===== src/rtl/rpa_pkg.sv =====
// register page addressing: constants and carrier types
// assumes one clock domain; host signals arrive synchronous to the clock
package rpa_pkg;
   localparam int unsigned DATA_W   = 8;
   localparam int unsigned ADDR_W   = 6;
   localparam int unsigned PAGE_W   = 3;
   localparam int unsigned IDX_W    = 3;
   localparam int unsigned NUM_REGS = 64;

   localparam logic [IDX_W-1:0]  PAGE_REG_IDX   = 3'h0;
   localparam int unsigned       PAGING_EN_BIT  = 7;
   localparam int unsigned       PAGE_NUM_LSB   = 0;
   localparam logic [DATA_W-1:0] PAGE_REG_RESET = 8'h00;
   localparam logic [DATA_W-1:0] REG_RESET      = 8'h00;
   localparam logic [DATA_W-1:0] PAGE_REG_MASK  = 8'h87;

   // one host bus cycle as seen by the device
   typedef struct packed {
      logic              wr;
      logic              rd;
      logic              ale;
      logic [IDX_W-1:0]  addr_pin;
      logic [ADDR_W-1:0] mux_line;
      logic [DATA_W-1:0] wdata;
   } rpa_req_t;

   // access forwarded to the rest of the device
   typedef struct packed {
      logic              wr;
      logic              rd;
      logic [ADDR_W-1:0] addr;
      logic [DATA_W-1:0] wdata;
   } rpa_acc_t;
endpackage


===== src/rtl/rpa_addr_asm.sv =====
// register page addressing: register address assembly
// assumes page and latched lines are held stable by the caller
`timescale 1ns/1ps
`default_nettype none
module rpa_addr_asm
   import rpa_pkg::*;
(
   input  wire logic              muxed,
   input  wire logic              paging_mode_enable,
   input  wire logic [PAGE_W-1:0] page_number,
   input  wire logic [IDX_W-1:0]  addr_pin,
   input  wire logic [ADDR_W-1:0] mux_line,
   output logic      [ADDR_W-1:0] reg_addr
);
   always_comb begin
      if (!muxed) begin
         reg_addr = {page_number, addr_pin};
      end else if (paging_mode_enable) begin
         reg_addr = {page_number, mux_line[IDX_W-1:0]};
      end else begin
         reg_addr = mux_line;
      end
   end
endmodule
`default_nettype wire


===== src/rtl/rpa_top.sv =====
// register page addressing: paged register bank with host access
// assumes host strobes are one-cycle pulses synchronous to MCLK
`timescale 1ns/1ps
`default_nettype none
module rpa_top (
   input  wire logic             MCLK,
   input  wire logic             RESET_N,
   input  wire logic             BUS_MUXED,
   input  wire rpa_pkg::rpa_req_t HOST_REQ,
   output logic [7:0]            RDATA,
   output logic                  RVALID,
   output rpa_pkg::rpa_acc_t     REG_ACC,
   output logic                  PAGING_MODE_ENABLE,
   output logic [2:0]            PAGE_NUMBER
);
   import rpa_pkg::*;

   // ------------------------------------------------------------
   // state
   // ------------------------------------------------------------
   typedef struct packed {
      logic [NUM_REGS-1:0][DATA_W-1:0] mem;
      logic [DATA_W-1:0]               page_reg;
      logic [ADDR_W-1:0]               mux_latch;
      logic [DATA_W-1:0]               rdata;
      logic                            rvalid;
      rpa_acc_t                        acc;
   } rpa_state_t;

   rpa_state_t        st_q;
   rpa_state_t        st_d;
   logic [ADDR_W-1:0] addr_now;
   logic [ADDR_W-1:0] mux_now;
   logic              page_hit;

   // ------------------------------------------------------------
   // address assembly
   // ------------------------------------------------------------
   // lines captured on ale are usable in the same cycle
   assign mux_now = HOST_REQ.ale ? HOST_REQ.mux_line : st_q.mux_latch;

   rpa_addr_asm u_asm (
      .muxed              (BUS_MUXED),
      .paging_mode_enable (st_q.page_reg[PAGING_EN_BIT]),
      .page_number        (st_q.page_reg[PAGE_NUM_LSB +: PAGE_W]),
      .addr_pin           (HOST_REQ.addr_pin),
      .mux_line           (mux_now),
      .reg_addr           (addr_now)
   );

   assign page_hit = (addr_now[IDX_W-1:0] == PAGE_REG_IDX);

   // ------------------------------------------------------------
   // next state
   // ------------------------------------------------------------
   always_comb begin
      st_d        = st_q;
      st_d.rvalid = 1'b0;
      st_d.acc.wr = 1'b0;
      st_d.acc.rd = 1'b0;
      if (HOST_REQ.ale) begin
         st_d.mux_latch = HOST_REQ.mux_line;
      end
      if (HOST_REQ.wr) begin
         st_d.acc.wr    = 1'b1;
         st_d.acc.addr  = addr_now;
         st_d.acc.wdata = HOST_REQ.wdata;
         if (page_hit) begin
            st_d.page_reg = HOST_REQ.wdata & PAGE_REG_MASK;
         end else begin
            st_d.mem[addr_now] = HOST_REQ.wdata;
         end
      end else if (HOST_REQ.rd) begin
         st_d.acc.rd   = 1'b1;
         st_d.acc.addr = addr_now;
         st_d.rvalid   = 1'b1;
         st_d.rdata    = page_hit ? st_q.page_reg : st_q.mem[addr_now];
      end
   end

   always_ff @(posedge MCLK or negedge RESET_N) begin
      if (!RESET_N) begin
         st_q.mem       <= {NUM_REGS{REG_RESET}};
         st_q.page_reg  <= PAGE_REG_RESET;
         st_q.mux_latch <= '0;
         st_q.rdata     <= '0;
         st_q.rvalid    <= 1'b0;
         st_q.acc       <= '0;
      end else begin
         st_q <= st_d;
      end
   end

   // ------------------------------------------------------------
   // outputs
   // ------------------------------------------------------------
   assign RDATA              = st_q.rdata;
   assign RVALID             = st_q.rvalid;
   assign REG_ACC            = st_q.acc;
   assign PAGING_MODE_ENABLE = st_q.page_reg[PAGING_EN_BIT];
   assign PAGE_NUMBER        = st_q.page_reg[PAGE_NUM_LSB +: PAGE_W];
endmodule
`default_nettype wire


===== config.mk =====
export PLATFORM = sky130hd
export DESIGN_NAME = rpa_top
export DESIGN_NICKNAME = d
export VERILOG_FILES = /design/src/rtl/rpa_pkg.sv /design/src/rtl/rpa_addr_asm.sv /design/src/rtl/rpa_top.sv
export SDC_FILE = /design/constraint.sdc
export NUM_CORES = 1
export LEC_CHECK = 0
export ABC_AREA = 1
export BUFFER_PORTS_ARGS = -buffer_cell sky130_fd_sc_hd__buf_2
export CAP_MARGIN = 20
export CORE_MARGIN = 5
export CORE_UTILIZATION = 40
export CTS_CLUSTER_SIZE = 12
export DETAILED_ROUTE_END_ITERATION = 12
export PLACE_DENSITY = 0.64
export SLEW_MARGIN = 0
export SYNTH_ARGS = -nofsm -noshare
export SYNTH_HDL_FRONTEND = slang
export SYNTH_SLANG_ARGS = --single-unit

===== constraint.sdc =====
create_clock -name MCLK -period 2.1 [get_ports MCLK]
set_input_delay 0.42 -clock MCLK [delete_from_list [all_inputs] [get_ports MCLK]]
set_output_delay 0.42 -clock MCLK [all_outputs]
set_load 0.02 [all_outputs]

After elaboration in Yosys (flattened, before gate mapping)

Cells that the tools add are included.

Output and inout port bits: 29
Word-level logic and storage cells: 97
RAM bits: 0
Register bits after elaboration: 547
Bits in latches: 0
Memories kept: 0
Memory bits (read-only): 0

Add/subtract/negate cells: 0
Shifts and indexed selects: 0
Reductions and logical operators: 6
Multiplexer cells: 15
Magnitude comparators: 2
Multipliers: 0
Divide/modulo/power cells: 0
Equal/unequal tests: 0
Bitwise operators: 2

Operators by type and width:

| cell                                                 | number |
|---|---|
| bitwise mux 512 bit                                  | 1 |
| binary-select mux 8 bit (select 6 bit)               | 1 |
| demux 8 bit (select 6 bit)                           | 1 |
| two-way mux 6 bit                                    | 4 |
| two-way mux 8 bit                                    | 3 |
| < comparator 6 x 7 -> 1 bit (second input constant)  | 1 |
| two-way mux 7 bit                                    | 1 |
| >= comparator 6 x 1 -> 1 bit (second input constant) | 1 |
| AND reduction 2 bit                                  | 3 |
| two-way mux 1 bit                                    | 4 |
| logical NOT 3 bit                                    | 1 |
| inverter 1 bit                                       | 2 |
| nonzero test 2 bit                                   | 1 |
| logical AND 1 bit                                    | 1 |

Depth between registers and ports, before layout

Depth in word-level cells: 8
Depth in mapped cells: 17
Mapped depth without buffers: 16

Modules after synthesis

Synthesis repeated with hierarchy kept, for this count alone.

Cells, all modules: 3373
Area total of the unflattened synthesis: 26666.8 µm²

Modules (own cells, without submodules):

| module       | times used | area an instance (µm²) | seq. area each (µm²) | cells an instance |
|---|---|---|---|---|
| rpa_top      | 1          | 26565.5                | 13663.1              | 3352 |
| rpa_addr_asm | 1          | 101.3                  | 0.0                  | 21 |

Least setup slack after synthesis

Ideal clock, no wire load.

Path type: input port to flip-flop
Start point: input BUS_MUXED
End point: register st_q[220] (netlist bit)
Path buffers: 2
Library setup time: 0.133 ns
Arrival: 2.117 ns
Stages on the path: 12
Required time: 1.967 ns
Slack: -0.150 ns
Path through: buf_6 -> inv_4 -> nor2_8 -> o21ai_4 -> inv_8 -> nor3_4 -> inv_2 -> nor2_8 -> nand2_4 -> buf_6 -> nand2_1 -> o21ai_0

Word-level cells in the longest chain between the ends: 6
Elaborated cells between the ends (all ways): 10
Those cells by class: order compare (2); mux (4); bitwise (1); reduce/logical (3)

RTL lines:

| item                                                                                              | RTL line           | source |
|---|---|---|
| start: declaration                                                                                | rpa_top.sv:8       | `input wire logic BUS_MUXED,` |
| two-way mux 6 bit *                                                                               | rpa_addr_asm.sv:16 | `if (!muxed) begin` |
| < comparator 6 x 7 -> 1 bit (not written as such) or >= comparator 6 x 1 -> 1 bit (tied branches) | rpa_top.sv:71      | `st_d.mem[addr_now] = HOST_REQ.wdata;` |
| logical AND 1 bit (not written as such)                                                           | rpa_top.sv:71      |  |
| two-way mux 8 bit (not written as such)                                                           | rpa_top.sv:71      |  |
| demux 8 bit (select 6 bit)                                                                        | rpa_top.sv:71      |  |
| bitwise mux 512 bit                                                                               | rpa_top.sv:71      |  |
| end signal: assignment                                                                            | rpa_top.sv:90      | `st_q <= st_d;` |
| end: declaration                                                                                  | rpa_top.sv:30      | `rpa_state_t st_q;` |

Every way passes the cells marked *; elsewhere a longest branch is shown, timed or not.
A chain may end at the register's enable or synchronous reset.

Worst setup path in the final report

Start point: register st_q (netlist bit PAGING_MODE_ENABLE)
End point: register st_q[260] (netlist bit)

Word-level cells in the longest chain between the ends: 7
Elaborated cells between the ends (all ways): 8
Those cells by class: order compare (2); mux (5); reduce/logical (1)

RTL lines:

| item                                                                                              | RTL line           | source |
|---|---|---|
| two-way mux 6 bit *                                                                               | rpa_addr_asm.sv:18 | `end else if (paging_mode_enable) begin` |
| two-way mux 6 bit *                                                                               | rpa_addr_asm.sv:16 |  |
| < comparator 6 x 7 -> 1 bit (not written as such) or >= comparator 6 x 1 -> 1 bit (tied branches) | rpa_top.sv:71      |  |
| logical AND 1 bit (not written as such)                                                           | rpa_top.sv:71      |  |
| two-way mux 8 bit (not written as such)                                                           | rpa_top.sv:71      |  |
| demux 8 bit (select 6 bit) *                                                                      | rpa_top.sv:71      |  |
| bitwise mux 512 bit *                                                                             | rpa_top.sv:71      |  |

Marks and branches as above.

==> flow_summary.toml <==
[synthesis]
synthAdderAreaFrac_pct = 0
synth_edf_count = 0
synth_top_family_by_area = "simple AND/OR/NAND/NOR gates"
synth-seq-area-share_pct = 53.54
syn_inst = 3159
syn_nets = 3182
synth_simple_gate_area_share_pct = 24.67
yosysWarnings = 0
syn_area_um2 = 25330
synth_async_sr_flop_share_pct = 100.0
avgSynthCellArea_um2 = 8.019
synth-xor-area-share_pct = 0
muxShareOfSynthArea_pct = 0
ys_ff_latch = 542
synth-compound-area-share_pct = 13.55
synthFlopType = "dfrtp_1"
ys_types = 35

[die]
core_region_area_um2 = 62850
chipWidth_um = 261.7
start_util_pct = 40.31
ioPinCount = 52
rows = 92
die_area_um2 = 68470
die_h_um = 261.7

[final_layout]
num_antenna_cells = 0
nets = 3383
post-route-util_pct = 52.86
drive_gt1_share_pct = 26.14
fillers = 5544
syn_to_final_growth_pct = 31.14

[pwr]
cellLeakagePower_nw = 15.82
p_per_area_nw_per_um2 = 1037
vdd_drop_max_mv = 0.6029
power_w = 0.03446

[grt]
grt.overflow.total = 0
grt_antenna_before_repair = 2
grt_pass1_wl_mm = 118.1
grt_max_degree = 80
grtUsageTotal_pct = 21.94
grt_pass1_vias = 20030

[clock_tree]
cts_buffers = 56
clkTransAtPathRegs_ns = 0.06
clkSinkCount = 542
clockRootBuffer = "clkbuf_16"
cts_tree = "done"
htree_levels = 2
cts_max_path_buffers = 3
insertion_delay_ns = 0.61

[worst_hold_path]
hold_start = "HOST_REQ[12]"
min_to = "st_q[29]"
worstHoldPathCells = 3
min_path_type = "in -> reg"

[route]
ant_nets = 0
drtIter0Drc = 2439
wl_mm = 83.39
num_vias = 22180
first_pass_iters = 5
routed_via_density = 5.228
wl_per_cell_um = 19.65
drc_errors = 0

[timing]
finalSetupViolCount = 132
hold_violations = 0
fin_crit_ns = 2.177
slew_headroom_pct = 69.59
fin_setup_tns_ns = -4.847
fin_skew_ns = 0.01230
rsz0062_at_grt = "yes"
fin_hold_ws_ns = 0.08219
worst_slack_ns = -0.07669
fin_crit_sh_pct = 103.7
fmax_mhz = 459.4
tightest_slew_ns = 0.4562
maxSlewViolCount = 0

[critical_path]
r2r.worst_path.cells = 12
rrSetupSlack_ns = -0.08
crit_type = "reg -> reg"
r2r_start = "PAGING_MODE_ENABLE"
crit_fanout = 8
cp-end-kind = "register"
r2r_end = "st_q[260]"
cp.arrival_ns = 2.65
worstPathRequired_ns = 2.57
crit_start = "PAGING_MODE_ENABLE"
cp-start-kind = "register"

[run_status]
status = "complete, but fails checks"
violations = "setup timing"

[job]
maxCapViolations = 0

[placed_design]
port_buffers = 51
gp_congestion = 0.8968
place_ws_ns = -0.7131
place_hpwl_mm = 48.84
critical path, cell delays in order, from the launching register on:
cell and delay (ns):
dfrtp_2 0.44, nor2_8 0.17, buf_6 0.13, o21ai_4 0.08, buf_6 0.15, nor3_4 0.26
inv_2 0.09, nor2_4 0.21, buf_12 0.16, buf_12 0.13, nand2_8 0.08, nand2_2 0.06
o21ai_1 0.06
logic make-up (layout without fill, tap and decap cells):
| kind of cell | after synthesis | in the layout |
|---|---|---|
| AOI/OAI and AO/OA | 637 | 637 |
| buffers and inverters | 487 | 707 |
| DFF | 542 | 542 |
| and+or+nand+nor | 1493 | 1511 |
flip-flops by register name, summed over array words and instances (netlist names):
signal,count
PAGE_NUMBER,3
PAGING_MODE_ENABLE,1
RDATA,8
REG_ACC,16
st_q,514
per-layer routing:
layer / vias to the layer above / part of all wire [%] / GRT usage [%] / wire (µm)
met5: - / 0.013 / 0 / 11
met4: 2 / 3.1 / 6.336 / 2583
met3: 158 / 8.1 / 4.304 / 6742
met2: 909 / 46 / 34.23 / 38390
met1: 10700 / 43 / 31.36 / 35660
li1: 10410 / - / - / -
worst max-delay path by stage:
stage	endpoint	depth (start not counted)
floorplan	st_q[196]	12
global placement	RDATA[2]	15
detailed placement	RDATA[2]	15
CTS	RDATA[1]	14
global route	st_q[447]	11
finish	st_q[260]	12
cells in the mapped netlist (all sizes together), types with 2 or more instances:
cell type  number  area, µm²
dfrtp         542      13560
nor3           24      190.2
nor2          340       1363
buf            91      576.8
nand2         990       3890
nand3         112      575.6
nor4            4      85.08
nand3b          2      15.01
a21oi           2      10.01
inv           209      809.5
or2            10      62.56
nand4          11      68.82
o21ai         611       3242
clkbuf        186      698.2
o211ai         24      180.2
area by class of cell:
| cell class | count | area (µm²) | area share, % |
|---|---|---|---|
| Timing Repair inverter | 1 | 5.005 | 0.01506 |
| Timing Repair Buffer | 401 | 4679 | 14.09 |
| Multi-Input combinational cell | 2148 | 11360 | 34.19 |
| Sequential cell | 542 | 13560 | 40.83 |
| Clock buffer | 89 | 1687 | 5.077 |
| Clock inverter | 6 | 36.28 | 0.1092 |
| Inverter | 210 | 834.6 | 2.512 |
| Tap cell | 846 | 1059 | 3.186 |
cell usage in the layout, fill, tap and decap left out, types with 71 or more instances in the layout:
cell         n
buf_12      93
dfrtp_1    541
inv_1      186
nand2_2    137
o21ai_0    276
clkbuf_16   71
buf_4      180
o21ai_2     91
nor2_1     316
nand2_1    780
o21ai_1    241
nand3_1     97
through the flow:
stage / area [µm²] / std cells
global route: 33220 / 4243
finish: 33220 / 4243
detailed placement: 28370 / 4044
CTS: 30320 / 4144
global placement: 28370 / 4044
floorplan: 25540 / 3159
power by group:
part	leakage, nW	total [W]	switching [W]	internal (W)
clock	0.845	0.00959	0.00415	0.00544
sequential	7.28	0.0153	0.00191	0.0134
combinational	7.70	0.00957	0.00541	0.00416
total	15.8	0.0345	0.0115	0.0230
what timing repair did:
item / CTS / global route
hold buffers: 1 / 0
setup endpoints to repair: 247 / 397
pin swaps: 9 / 88
cloned: 2 / 37
gates resized for setup: 48 / 545
hold endpoints to repair: 26 / 0
setup buffers: 2 / 65
No activity file was read; power rests on OpenSTA's default activity.
